--- src/route_defs.svh ---
// Constants for the pin output routing selectors and their controller
`ifndef ROUTE_DEFS_SVH
`define ROUTE_DEFS_SVH

// Selector block placement and geometry
`define ROUTE_BASE_ADDR   32'h40040800
`define ROUTE_NUM_PINS    45
`define ROUTE_OFF_W       7
`define ROUTE_SEL_W       4
`define ROUTE_REG_W       8
`define ROUTE_SEL_RESET   4'h0

// Byte offsets of the selectors, pin index 0 in the lowest slice
`define ROUTE_OFFSETS {7'h57, 7'h56, 7'h50, 7'h4f, 7'h4e, 7'h48, 7'h44, 7'h43, \
  7'h42, 7'h41, 7'h40, 7'h3d, 7'h3c, 7'h3b, 7'h3a, 7'h39, 7'h38, 7'h33, 7'h32, \
  7'h31, 7'h30, 7'h29, 7'h28, 7'h21, 7'h20, 7'h19, 7'h18, 7'h17, 7'h16, 7'h15, \
  7'h14, 7'h13, 7'h12, 7'h11, 7'h10, 7'h0f, 7'h0e, 7'h0d, 7'h0c, 7'h0b, 7'h0a, \
  7'h09, 7'h08, 7'h01, 7'h00}

// Selector codes
`define CODE_DEFAULT      4'h0
`define CODE_LAST         4'ha
`define ROUTE_NUM_SRC     10

// Controller register offsets on AXI4-Lite
`define CTRL_AW           8
`define CTRL_CMD_OFF      8'h00
`define CTRL_STAT_OFF     8'h04

// Command register fields
`define CMD_DATA_LSB      0
`define CMD_OFF_LSB       8
`define CMD_WE_BIT        16

// Status register fields
`define ST_BUSY_BIT       0
`define ST_DONE_BIT       1
`define ST_ERR_BIT        2
`define ST_DATA_LSB       8

// AXI responses
`define RESP_OKAY         2'b00
`define RESP_SLVERR       2'b10

`endif

--- src/route_pkg.sv ---
// Types shared by the routing device and its controller
`include "route_defs.svh"
package route_pkg;

  // Controller link state, one-hot
  typedef enum logic [1:0] {
    LINK_IDLE = 2'b01,
    LINK_WAIT = 2'b10
  } link_state_t;

  // Whole state of the routing device
  typedef struct packed {
    logic [`ROUTE_NUM_PINS-1:0][`ROUTE_SEL_W-1:0] sel;
    logic                                         ack;
    logic                                         err;
    logic [`ROUTE_REG_W-1:0]                      rdata;
    logic [`ROUTE_NUM_PINS-1:0]                   level;
    logic [`ROUTE_NUM_PINS-1:0]                   drive_en;
    logic [`ROUTE_NUM_PINS-1:0]                   routed;
    logic [`ROUTE_NUM_PINS-1:0]                   bad;
  } route_state_t;

  // Whole state of the controller
  typedef struct packed {
    link_state_t             link;
    logic                    req;
    logic                    we;
    logic [`ROUTE_OFF_W-1:0] addr;
    logic [`ROUTE_REG_W-1:0] wdata;
    logic                    done;
    logic                    err;
    logic [`ROUTE_REG_W-1:0] rdata;
    logic                    awready;
    logic                    wready;
    logic                    aw_held;
    logic                    w_held;
    logic [`CTRL_AW-1:0]     awaddr;
    logic [31:0]             wd;
    logic [3:0]              wstrb;
    logic                    bvalid;
    logic [1:0]              bresp;
    logic                    arready;
    logic                    rvalid;
    logic [31:0]             rdata_ax;
    logic [1:0]              rresp;
  } ctrl_state_t;

endpackage

--- src/route_if.sv ---
// Register access link between controller and routing device
`timescale 1ns/1ps
`include "route_defs.svh"
interface route_if;
  logic                    req;
  logic                    we;
  logic [`ROUTE_OFF_W-1:0] addr;
  logic [`ROUTE_REG_W-1:0] wdata;
  logic                    ack;
  logic                    err;
  logic [`ROUTE_REG_W-1:0] rdata;

  // Device end answers requests
  modport device (
    input  req,
    input  we,
    input  addr,
    input  wdata,
    output ack,
    output err,
    output rdata
  );

  // Controller end issues requests
  modport ctrl (
    output req,
    output we,
    output addr,
    output wdata,
    input  ack,
    input  err,
    input  rdata
  );
endinterface

--- src/pin_route_mux.sv ---
// One pin's output selection and pad drive decision
`timescale 1ns/1ps
`include "route_defs.svh"
module pin_route_mux (
  // Selector and sources
  input  wire logic [`ROUTE_SEL_W-1:0]   sel,
  input  wire logic [`ROUTE_NUM_SRC-1:0] src,
  input  wire logic                      fixed_level,
  // Pin mode inputs
  input  wire logic                      analog,
  input  wire logic                      dir_in,
  input  wire logic                      open_drain,
  // Results
  output logic                           level,
  output logic                           drive_en,
  output logic                           routed,
  output logic                           bad
);

  // Pick the source; forbidden codes fall back to the fixed function
  always_comb begin
    routed = (sel != `CODE_DEFAULT) && (sel <= `CODE_LAST);
    bad    = (sel > `CODE_LAST);
    if (analog) begin
      level = 1'b0;
    end else if (routed) begin
      level = src[sel - 4'h1];
    end else begin
      level = fixed_level;
    end
    // Open drain only pulls low; analog and input pins stay released
    drive_en = !analog && !dir_in && (!open_drain || !level);
  end

endmodule

--- src/route_device.sv ---
// Per-pin output routing selectors with their pad multiplexers
//
// Function
// - Selectors clear to zero on reset
// - Each pin selector at own byte offset
// - Code zero keeps default function or GPIO
// - Codes one to four route timer channels
// - Codes five, six route serial data/UART
// - Codes seven to ten: buzzer, clocks, UART1
// - Software never writes codes eleven to fifteen (device stores them, leaves the pin unrouted, sets pin_bad_code)
// - Only fifteen listed outputs are relocatable
// - Analog use keeps selector zero, analog set
// - GPIO keeps selector zero, latch drives level
// - Timer/buzzer routing clears pin mode bits
// - Serial/UART routing sets output latch high
//
// Design decision made here: the AXI4-Lite slave port.
`timescale 1ns/1ps
`include "route_defs.svh"
module route_device #(
  parameter int N = `ROUTE_NUM_PINS
) (
  // Clock and reset
  input  wire logic         clk,
  input  wire logic         rst_n,
  // Register access link
  route_if.device           bus,
  // Relocatable peripheral outputs
  input  wire logic         timer1_channel0_out,
  input  wire logic         timer1_channel1_out,
  input  wire logic         timer1_channel2_out,
  input  wire logic         timer1_channel3_out,
  input  wire logic         serial_ch0_data_out,
  input  wire logic         serial_ch2_data_out,
  input  wire logic         buzzer_clock_zero_out,
  input  wire logic         serial_ch0_clock_out,
  input  wire logic         serial_ch2_clock_out,
  input  wire logic         uart_one_transmit,
  // Per-pin mode bits and fixed function level
  input  wire logic [N-1:0] pin_analog_select_bit,
  input  wire logic [N-1:0] pin_direction_bit,
  input  wire logic [N-1:0] pin_open_drain_bit,
  input  wire logic [N-1:0] fixed_out,
  // Pad drive and routing status
  output logic      [N-1:0] pad_level,
  output logic      [N-1:0] pad_drive_en,
  output logic      [N-1:0] pin_routed,
  output logic      [N-1:0] pin_bad_code
);
  import route_pkg::*;

  // Offset table, pin index 0 in the lowest slice
  localparam logic [N-1:0][`ROUTE_OFF_W-1:0] OFFS = `ROUTE_OFFSETS;

  route_state_t cur;
  route_state_t next_state;

  // Source bus, entry k-1 carries code k; shared outputs already
  // merged inside their peripheral (UART0 with ch0 data, UART2 and
  // infrared with ch2 data, simple I2C clocks with serial clocks)
  // Codes eleven to fifteen have no entry and leave the pin unrouted
  logic [`ROUTE_NUM_SRC-1:0] src;

  // Address decode result; the index means nothing while hit is low
  logic       hit;
  logic [5:0] hit_idx;

  // Combinational pad decisions from every pin mux
  logic [N-1:0] mux_level;
  logic [N-1:0] mux_drive;
  logic [N-1:0] mux_routed;
  logic [N-1:0] mux_bad;

  // Gather the ten source inputs; nothing else may enter
  assign src = {uart_one_transmit,
                serial_ch2_clock_out,
                serial_ch0_clock_out,
                buzzer_clock_zero_out,
                serial_ch2_data_out,
                serial_ch0_data_out,
                timer1_channel3_out,
                timer1_channel2_out,
                timer1_channel1_out,
                timer1_channel0_out};

  // Match the offset against the table; holes in the map miss.
  // Offsets are unique, so the order of the chain sets no priority.
  // A miss leaves every selector untouched and answers with an error.
  always_comb begin
    hit     = 1'b1;
    hit_idx = 6'h00;
    if (bus.addr == OFFS[6'h00]) hit_idx = 6'h00;
    else if (bus.addr == OFFS[6'h01]) hit_idx = 6'h01;
    else if (bus.addr == OFFS[6'h02]) hit_idx = 6'h02;
    else if (bus.addr == OFFS[6'h03]) hit_idx = 6'h03;
    else if (bus.addr == OFFS[6'h04]) hit_idx = 6'h04;
    else if (bus.addr == OFFS[6'h05]) hit_idx = 6'h05;
    else if (bus.addr == OFFS[6'h06]) hit_idx = 6'h06;
    else if (bus.addr == OFFS[6'h07]) hit_idx = 6'h07;
    else if (bus.addr == OFFS[6'h08]) hit_idx = 6'h08;
    else if (bus.addr == OFFS[6'h09]) hit_idx = 6'h09;
    else if (bus.addr == OFFS[6'h0a]) hit_idx = 6'h0a;
    else if (bus.addr == OFFS[6'h0b]) hit_idx = 6'h0b;
    else if (bus.addr == OFFS[6'h0c]) hit_idx = 6'h0c;
    else if (bus.addr == OFFS[6'h0d]) hit_idx = 6'h0d;
    else if (bus.addr == OFFS[6'h0e]) hit_idx = 6'h0e;
    else if (bus.addr == OFFS[6'h0f]) hit_idx = 6'h0f;
    else if (bus.addr == OFFS[6'h10]) hit_idx = 6'h10;
    else if (bus.addr == OFFS[6'h11]) hit_idx = 6'h11;
    else if (bus.addr == OFFS[6'h12]) hit_idx = 6'h12;
    else if (bus.addr == OFFS[6'h13]) hit_idx = 6'h13;
    else if (bus.addr == OFFS[6'h14]) hit_idx = 6'h14;
    else if (bus.addr == OFFS[6'h15]) hit_idx = 6'h15;
    else if (bus.addr == OFFS[6'h16]) hit_idx = 6'h16;
    else if (bus.addr == OFFS[6'h17]) hit_idx = 6'h17;
    else if (bus.addr == OFFS[6'h18]) hit_idx = 6'h18;
    else if (bus.addr == OFFS[6'h19]) hit_idx = 6'h19;
    else if (bus.addr == OFFS[6'h1a]) hit_idx = 6'h1a;
    else if (bus.addr == OFFS[6'h1b]) hit_idx = 6'h1b;
    else if (bus.addr == OFFS[6'h1c]) hit_idx = 6'h1c;
    else if (bus.addr == OFFS[6'h1d]) hit_idx = 6'h1d;
    else if (bus.addr == OFFS[6'h1e]) hit_idx = 6'h1e;
    else if (bus.addr == OFFS[6'h1f]) hit_idx = 6'h1f;
    else if (bus.addr == OFFS[6'h20]) hit_idx = 6'h20;
    else if (bus.addr == OFFS[6'h21]) hit_idx = 6'h21;
    else if (bus.addr == OFFS[6'h22]) hit_idx = 6'h22;
    else if (bus.addr == OFFS[6'h23]) hit_idx = 6'h23;
    else if (bus.addr == OFFS[6'h24]) hit_idx = 6'h24;
    else if (bus.addr == OFFS[6'h25]) hit_idx = 6'h25;
    else if (bus.addr == OFFS[6'h26]) hit_idx = 6'h26;
    else if (bus.addr == OFFS[6'h27]) hit_idx = 6'h27;
    else if (bus.addr == OFFS[6'h28]) hit_idx = 6'h28;
    else if (bus.addr == OFFS[6'h29]) hit_idx = 6'h29;
    else if (bus.addr == OFFS[6'h2a]) hit_idx = 6'h2a;
    else if (bus.addr == OFFS[6'h2b]) hit_idx = 6'h2b;
    else if (bus.addr == OFFS[6'h2c]) hit_idx = 6'h2c;
    else hit = 1'b0;
  end

  // One mux per pin
  genvar g;
  generate
    for (g = 0; g < N; g++) begin : g_pin
      pin_route_mux u_mux (
        .sel         (cur.sel[g]),
        .src         (src),
        .fixed_level (fixed_out[g]),
        .analog      (pin_analog_select_bit[g]),
        .dir_in      (pin_direction_bit[g]),
        .open_drain  (pin_open_drain_bit[g]),
        .level       (mux_level[g]),
        .drive_en    (mux_drive[g]),
        .routed      (mux_routed[g]),
        .bad         (mux_bad[g])
      );
    end
  endgenerate

  // Next state: register access and registered pad outputs.
  // Pads follow the mux one cycle late, so a new code shows on the
  // pin the cycle after the answer; the extra flop keeps every pad
  // output free of glitches while a selector or a source changes.
  always_comb begin
    next_state          = cur;
    next_state.ack      = 1'b0;
    next_state.level    = mux_level;
    next_state.drive_en = mux_drive;
    next_state.routed   = mux_routed;
    next_state.bad      = mux_bad;
    if (bus.req) begin
      // Answer one cycle after the request, with the old value
      next_state.ack = 1'b1;
      next_state.err = !hit;
      if (hit) begin
        next_state.rdata = {4'h0, cur.sel[hit_idx]};
      end else begin
        next_state.rdata = 8'h00;
      end
      // Only the low field is stored, so the top nibble ignores writes
      if (bus.we && hit) begin
        next_state.sel[hit_idx] = bus.wdata[`ROUTE_SEL_W-1:0];
      end
    end
  end

  // State register; pads reset low and undriven, then follow the fixed function from the first edge
  // The answer fields clear too, so a link read right after reset
  // sees no stale error from before it
  always_ff @(posedge clk or negedge rst_n) begin
    if (!rst_n) begin
      cur          <= '0;
      cur.sel      <= {N{`ROUTE_SEL_RESET}};
    end else begin
      cur <= next_state;
    end
  end

  // Outputs straight from the state register
  // Nothing here is combinational, so pads and link only ever see
  // values that settled at the last edge
  assign bus.ack      = cur.ack;
  assign bus.err      = cur.err;
  assign bus.rdata    = cur.rdata;
  assign pad_level    = cur.level;
  assign pad_drive_en = cur.drive_en;
  assign pin_routed   = cur.routed;
  assign pin_bad_code = cur.bad;

endmodule

--- src/flat_wrapper.sv ---
// flat-port wrapper written by rule: the top's interface ports become plain ports
module route_device_flat import route_pkg::*;
#(
  parameter int N = `ROUTE_NUM_PINS
)
  (clk, rst_n, timer1_channel0_out, timer1_channel1_out, timer1_channel2_out, timer1_channel3_out, serial_ch0_data_out, serial_ch2_data_out, buzzer_clock_zero_out, serial_ch0_clock_out, serial_ch2_clock_out, uart_one_transmit, pin_analog_select_bit, pin_direction_bit, pin_open_drain_bit, fixed_out, pad_level, pad_drive_en, pin_routed, pin_bad_code, bus_req, bus_we, bus_addr, bus_wdata, bus_ack, bus_err, bus_rdata);
  route_if bus_i ();
  input  wire logic clk;
  input  wire logic rst_n;
  input  wire logic timer1_channel0_out;
  input  wire logic timer1_channel1_out;
  input  wire logic timer1_channel2_out;
  input  wire logic timer1_channel3_out;
  input  wire logic serial_ch0_data_out;
  input  wire logic serial_ch2_data_out;
  input  wire logic buzzer_clock_zero_out;
  input  wire logic serial_ch0_clock_out;
  input  wire logic serial_ch2_clock_out;
  input  wire logic uart_one_transmit;
  input  wire logic [N-1:0] pin_analog_select_bit;
  input  wire logic [N-1:0] pin_direction_bit;
  input  wire logic [N-1:0] pin_open_drain_bit;
  input  wire logic [N-1:0] fixed_out;
  output logic      [N-1:0] pad_level;
  output logic      [N-1:0] pad_drive_en;
  output logic      [N-1:0] pin_routed;
  output logic      [N-1:0] pin_bad_code;
  input wire logic [$bits(bus_i.req)-1:0] bus_req;
  input wire logic [$bits(bus_i.we)-1:0] bus_we;
  input wire logic [$bits(bus_i.addr)-1:0] bus_addr;
  input wire logic [$bits(bus_i.wdata)-1:0] bus_wdata;
  output wire logic [$bits(bus_i.ack)-1:0] bus_ack;
  output wire logic [$bits(bus_i.err)-1:0] bus_err;
  output wire logic [$bits(bus_i.rdata)-1:0] bus_rdata;
  assign bus_i.req = bus_req;
  assign bus_i.we = bus_we;
  assign bus_i.addr = bus_addr;
  assign bus_i.wdata = bus_wdata;
  assign bus_ack = bus_i.ack;
  assign bus_err = bus_i.err;
  assign bus_rdata = bus_i.rdata;
  route_device #(.N(N)) u_core (.clk(clk), .rst_n(rst_n), .bus(bus_i), .timer1_channel0_out(timer1_channel0_out), .timer1_channel1_out(timer1_channel1_out), .timer1_channel2_out(timer1_channel2_out), .timer1_channel3_out(timer1_channel3_out), .serial_ch0_data_out(serial_ch0_data_out), .serial_ch2_data_out(serial_ch2_data_out), .buzzer_clock_zero_out(buzzer_clock_zero_out), .serial_ch0_clock_out(serial_ch0_clock_out), .serial_ch2_clock_out(serial_ch2_clock_out), .uart_one_transmit(uart_one_transmit), .pin_analog_select_bit(pin_analog_select_bit), .pin_direction_bit(pin_direction_bit), .pin_open_drain_bit(pin_open_drain_bit), .fixed_out(fixed_out), .pad_level(pad_level), .pad_drive_en(pad_drive_en), .pin_routed(pin_routed), .pin_bad_code(pin_bad_code));
endmodule
--- config.mk ---
export PLATFORM = sky130hd
export DESIGN_NAME = route_device_flat
export DESIGN_NICKNAME = d
export VERILOG_FILES = /design/src/route_pkg.sv /design/src/route_if.sv /design/src/pin_route_mux.sv /design/src/route_device.sv /design/src/flat_wrapper.sv
export VERILOG_INCLUDE_DIRS = /design/src
export SDC_FILE = /design/constraint.sdc
export NUM_CORES = 1
export LEC_CHECK = 0
export ABC_AREA = 1
export BUFFER_PORTS_ARGS = -buffer_cell sky130_fd_sc_hd__buf_4
export CORE_UTILIZATION = 35
export CTS_BUF_LIST = sky130_fd_sc_hd__clkbuf_8
export CTS_CLUSTER_DIAMETER = 30
export DETAILED_ROUTE_END_ITERATION = 10
export PLACE_DENSITY = 0.62
export SYNTH_ARGS = -nofsm -noshare
export SYNTH_HDL_FRONTEND = slang
export SYNTH_SLANG_ARGS = --single-unit
export TNS_END_PERCENT = 50
--- constraint.sdc ---
create_clock -name clk -period 1.86 [get_ports clk]
set_input_delay 0.558 -clock clk [delete_from_list [all_inputs] [get_ports clk]]
set_output_delay 0.558 -clock clk [all_outputs]
set_load 0.01 [all_outputs]
==> impl_metrics.json <==
{
  "critPathBufInv": 8,
  "drive_gt1_share_pct": 37.67,
  "hold_violations": 0,
  "r2r-end": "u_core.pad_drive_en[8]$_DFF_PN0_",
  "crit_top_cell": "nand2_2",
  "critPathMaxFanout": 6,
  "met3_length_mm": 6.629,
  "mostFrequentLayoutCells": "buf_4 (862), nand2_1 (471), dfrtp_1 (366), inv_1 (312), o21ai_0 (264)",
  "yosys.cell_types.count": 43,
  "critPathMaxStageDelay_ns": 0.53,
  "ir_drop_uv": 599.6,
  "status": "complete, but fails checks",
  "num_vias": 25020,
  "synth_warnings": 0,
  "nFillCells": 6192,
  "synth_top_area_share_pct": 38.30,
  "cts_sinks": 366,
  "setup_viol": 231,
  "p_total_mw": 30.37,
  "wl_mm": 89.65,
  "postSynthCellCount": 3189,
  "path_cells": "buf_12, nand2_4, buf_4, nor2_4, buf_4, buf_4, inv_1, nor2_2, nor4_1, nand2_2, inv_2, nand2_2, buf_6, nor2_4, buf_6, nand2_2, nand2_1, nor2_1, nand3_1, nand2_1, nor2_2, nor2_1, nand2_2, nand2_2",
  "drc": 0,
  "core_mm2": 0.06740,
  "hp-class": "in2reg",
  "topRoutingLayerUsed": "met4",
  "hpwl_mm": 66.25,
  "fin_setup_tns_ns": -137.58,
  "crit_arrival_ns": 3.28,
  "slew_headroom_pct": 62.95,
  "path_delay_family": "simple AND/OR/NAND/NOR gates",
  "reg2reg_depth": 11,
  "crit_type": "in2reg",
  "slew_viol_final": 0,
  "num_rows": 95,
  "wl_per_cell_um": 18.16,
  "r2r-start": "u_core.cur[222]$_DFFE_PN0P_",
  "cts_buffer_depth": 3,
  "grt_use_total_pct": 25.04,
  "dieArea_mm2": 0.06937,
  "cts_buffers": 99,
  "rsz0062_at_grt": "yes",
  "powerDensity_mw_per_mm2": 845.1,
  "path_clk_slew_ns": 0.06,
  "firstDrtPassIters": 6,
  "viasPerCell": 5.068,
  "final_antenna_net_count": 0,
  "initial_core_util_pct": 35.48,
  "ys_seq_area_share_pct": 38.30,
  "synth_top_cell_by_area": "dfrtp_1",
  "drv_cap": 0,
  "grt_max_degree": 86,
  "instances_no_fill": 4936,
  "finalNetCount": 4275,
  "antenna_found_initial": 2,
  "whs_path_depth": 3,
  "worstHoldStart": "pin_direction_bit[5]",
  "r2r_slack_ns": -0.17,
  "detailedPlace.worstSlack_ns": -1.682,
  "die_width_um": 263.4,
  "start_kind": "primary input",
  "post-place-cells": 4679,
  "hold_end": "u_core.pad_drive_en[5]$_DFF_PN0_",
  "max_freq_mhz": 373.6,
  "multi_input_area_mm2": 0.01307,
  "failed_checks": "setup timing",
  "end_kind": "flip-flop",
  "tightestPinTransition_ns": 0.5506,
  "postLayoutSetupSlackWorst_ns": -0.8165,
  "die_h_um": 263.4,
  "overflow": 0,
  "root_buffer": "clkbuf_8",
  "met1_length_mm": 37.57,
  "numPortBuffers": 390,
  "finalCritPeriodShare_pct": 143.9,
  "gp_congestion": 1.004,
  "seqCellArea_mm2": 0.009159,
  "clk_latency_ns": 0.73,
  "skew_ns": 0.04844,
  "grt_pass1_vias": 23750,
  "final_common_cell": "buf_4",
  "htreeDepth": 3,
  "syn_area_mm2": 0.02391,
  "wl_met2_mm": 41.83,
  "cts_tree": "built",
  "io_pins": 399,
  "grt_first_pass_wirelength_mm": 135.0,
  "synth-seq-cells": 366,
  "power_leakage_nw": 17.71,
  "synthTopCellsByArea": "dfrtp_1 (38%), nand2_1 (9.4%), o21ai_0 (8.8%)",
  "slowest_stage": "nor4_1",
  "dr.first_iter.drc_count": 2041,
  "required_ns": 2.46,
  "layout-area-overhead-vs-synth_pct": 50.31,
  "min_period_ns": 2.676,
  "syn_area_per_cell_um2": 7.499
}
## layout make-up
type | instances | area share (%)
diodes | 1 | 0.006962
repair buffers | 1002 | 23.96
multi-input cells | 2141 | 36.35
inverters | 366 | 4.010
flip-flops and latches | 366 | 25.48
clock inverters | 68 | 2.593
well taps | 873 | 3.039
clock buffers | 119 | 4.557
## through the flow
step	hold slack, ns	area [µm²]	util [%]
3_5_place_dp	0.4074	30970	45.96
5_1_grt	0.004541	35940	53.33
4_1_cts	0.001013	34780	51.61
3_3_place_gp	0.4080	30970	45.96
6_report	0.04043	35940	53.33
2_1_floorplan	0.2624	24240	-
## flip-flops by register name, indices dropped and copies added, names as in the netlist
signal and count:
u_core.bus.err 1, u_core.cur 180, u_core.pin_bad_code 45, u_core.pad_drive_en 45
u_core.bus.ack 1, u_core.pin_routed 45, u_core.bus.rdata 4, u_core.pad_level 45
## where the power goes
part           switching (mW)  internal (mW)  leakage (nW)  total [mW]
clock                    4.55           8.82          1.31        13.4
sequential              0.406           8.60          4.65        9.01
combinational            4.30           3.70          11.7        8.00
total                    9.26           21.1          17.7        30.4
## cells in the mapped netlist
library cell  instances
nand2_1             602
o21ai_0             422
dfrtp_1             366
inv_1               343
nor2_1              277
a21oi_1             204
buf_4               191
nand3_1             109
clkbuf_1            107
ha_1                 90
a31oi_1              61
o21ai_1              51
a211o_1              46
xnor2_1              46
xor2_1               44
a211oi_1             31
nand4_1              31
o311a_1              29
inv_2                19
o221a_2              15
o22ai_1              15
buf_2                14
nor2_2               12
a31o_2               11
nand2_2               6
nor3_1                6
buf_1                 5
nor3_2                5
nand3b_1              4
o211ai_1              4
nor2_4                3
nor4_2                3
o21a_1                3
buf_6                 2
clkinv_1              2
nand3_2               2
nor4_1                2
clkinv_2              1
conb_1                1
inv_4                 1
nand4_2               1
nor2_8                1
or2_2                 1
## cells by family (layout without fill, tap and decap cells)
logic type / count (synthesis) / in the layout / share of synthesized area, %
AND/OR/NAND/NOR: 1065 / 1065 / 18.42
XOR/XNOR: 90 / 90 / 3.296
other: 1 / 5 / 0.01568
flip-flops: 366 / 366 / 38.30
AO/OA/AOI/OAI: 892 / 892 / 21.36
adder cells (fa/ha/maj): 90 / 90 / 4.709
buffers and inverters: 685 / 1555 / 13.90
## repair_timing
item,4_1_cts,5_1_grt
setup endpoints to repair,249,278
hold buffers,35,0
setup buffers,25,15
endpoints found under the hold margin,213,0
gates cloned,1,1
pin swaps,37,65
gates resized for setup,184,401
## layer usage
layer / vias up / track usage [%]
li1: 12060 / -
met1: 11730 / 32.37
met2: 1018 / 41.16
met3: 210 / 4.574
met4: 0 / 10.15
met5: - / 0
## worst max path at each step
stage	slack [ns]	cells past startpoint	start	end
finish	-0.82	24	bus_addr[3]	u_core.bus.rdata[1]$_DFFE_PN0P_
global route	-0.98	28	bus_addr[1]	u_core.bus.rdata[1]$_DFFE_PN0P_
CTS	-0.72	25	bus_addr[1]	u_core.bus.rdata[1]$_DFFE_PN0P_
detailed placement	-1.68	24	bus_addr[1]	u_core.bus.rdata[1]$_DFFE_PN0P_
global placement	-1.69	22	bus_addr[6]	u_core.bus.rdata[1]$_DFFE_PN0P_
floorplan	-0.84	23	bus_addr[5]	u_core.cur[261]$_DFFE_PN0P_
## worst reg2reg max path: cells and delay by family, from the launching register on
kind | cells | cell delay [ns]
flip-flops | 1 | 0.38
AND/OR/NAND/NOR | 1 | 0.07
adder cells (fa/ha/maj) | 1 | 0.14
buffers and inverters | 4 | 0.43
AO/OA/AOI/OAI | 5 | 1.00
Power figures use the tool's default switching activity.
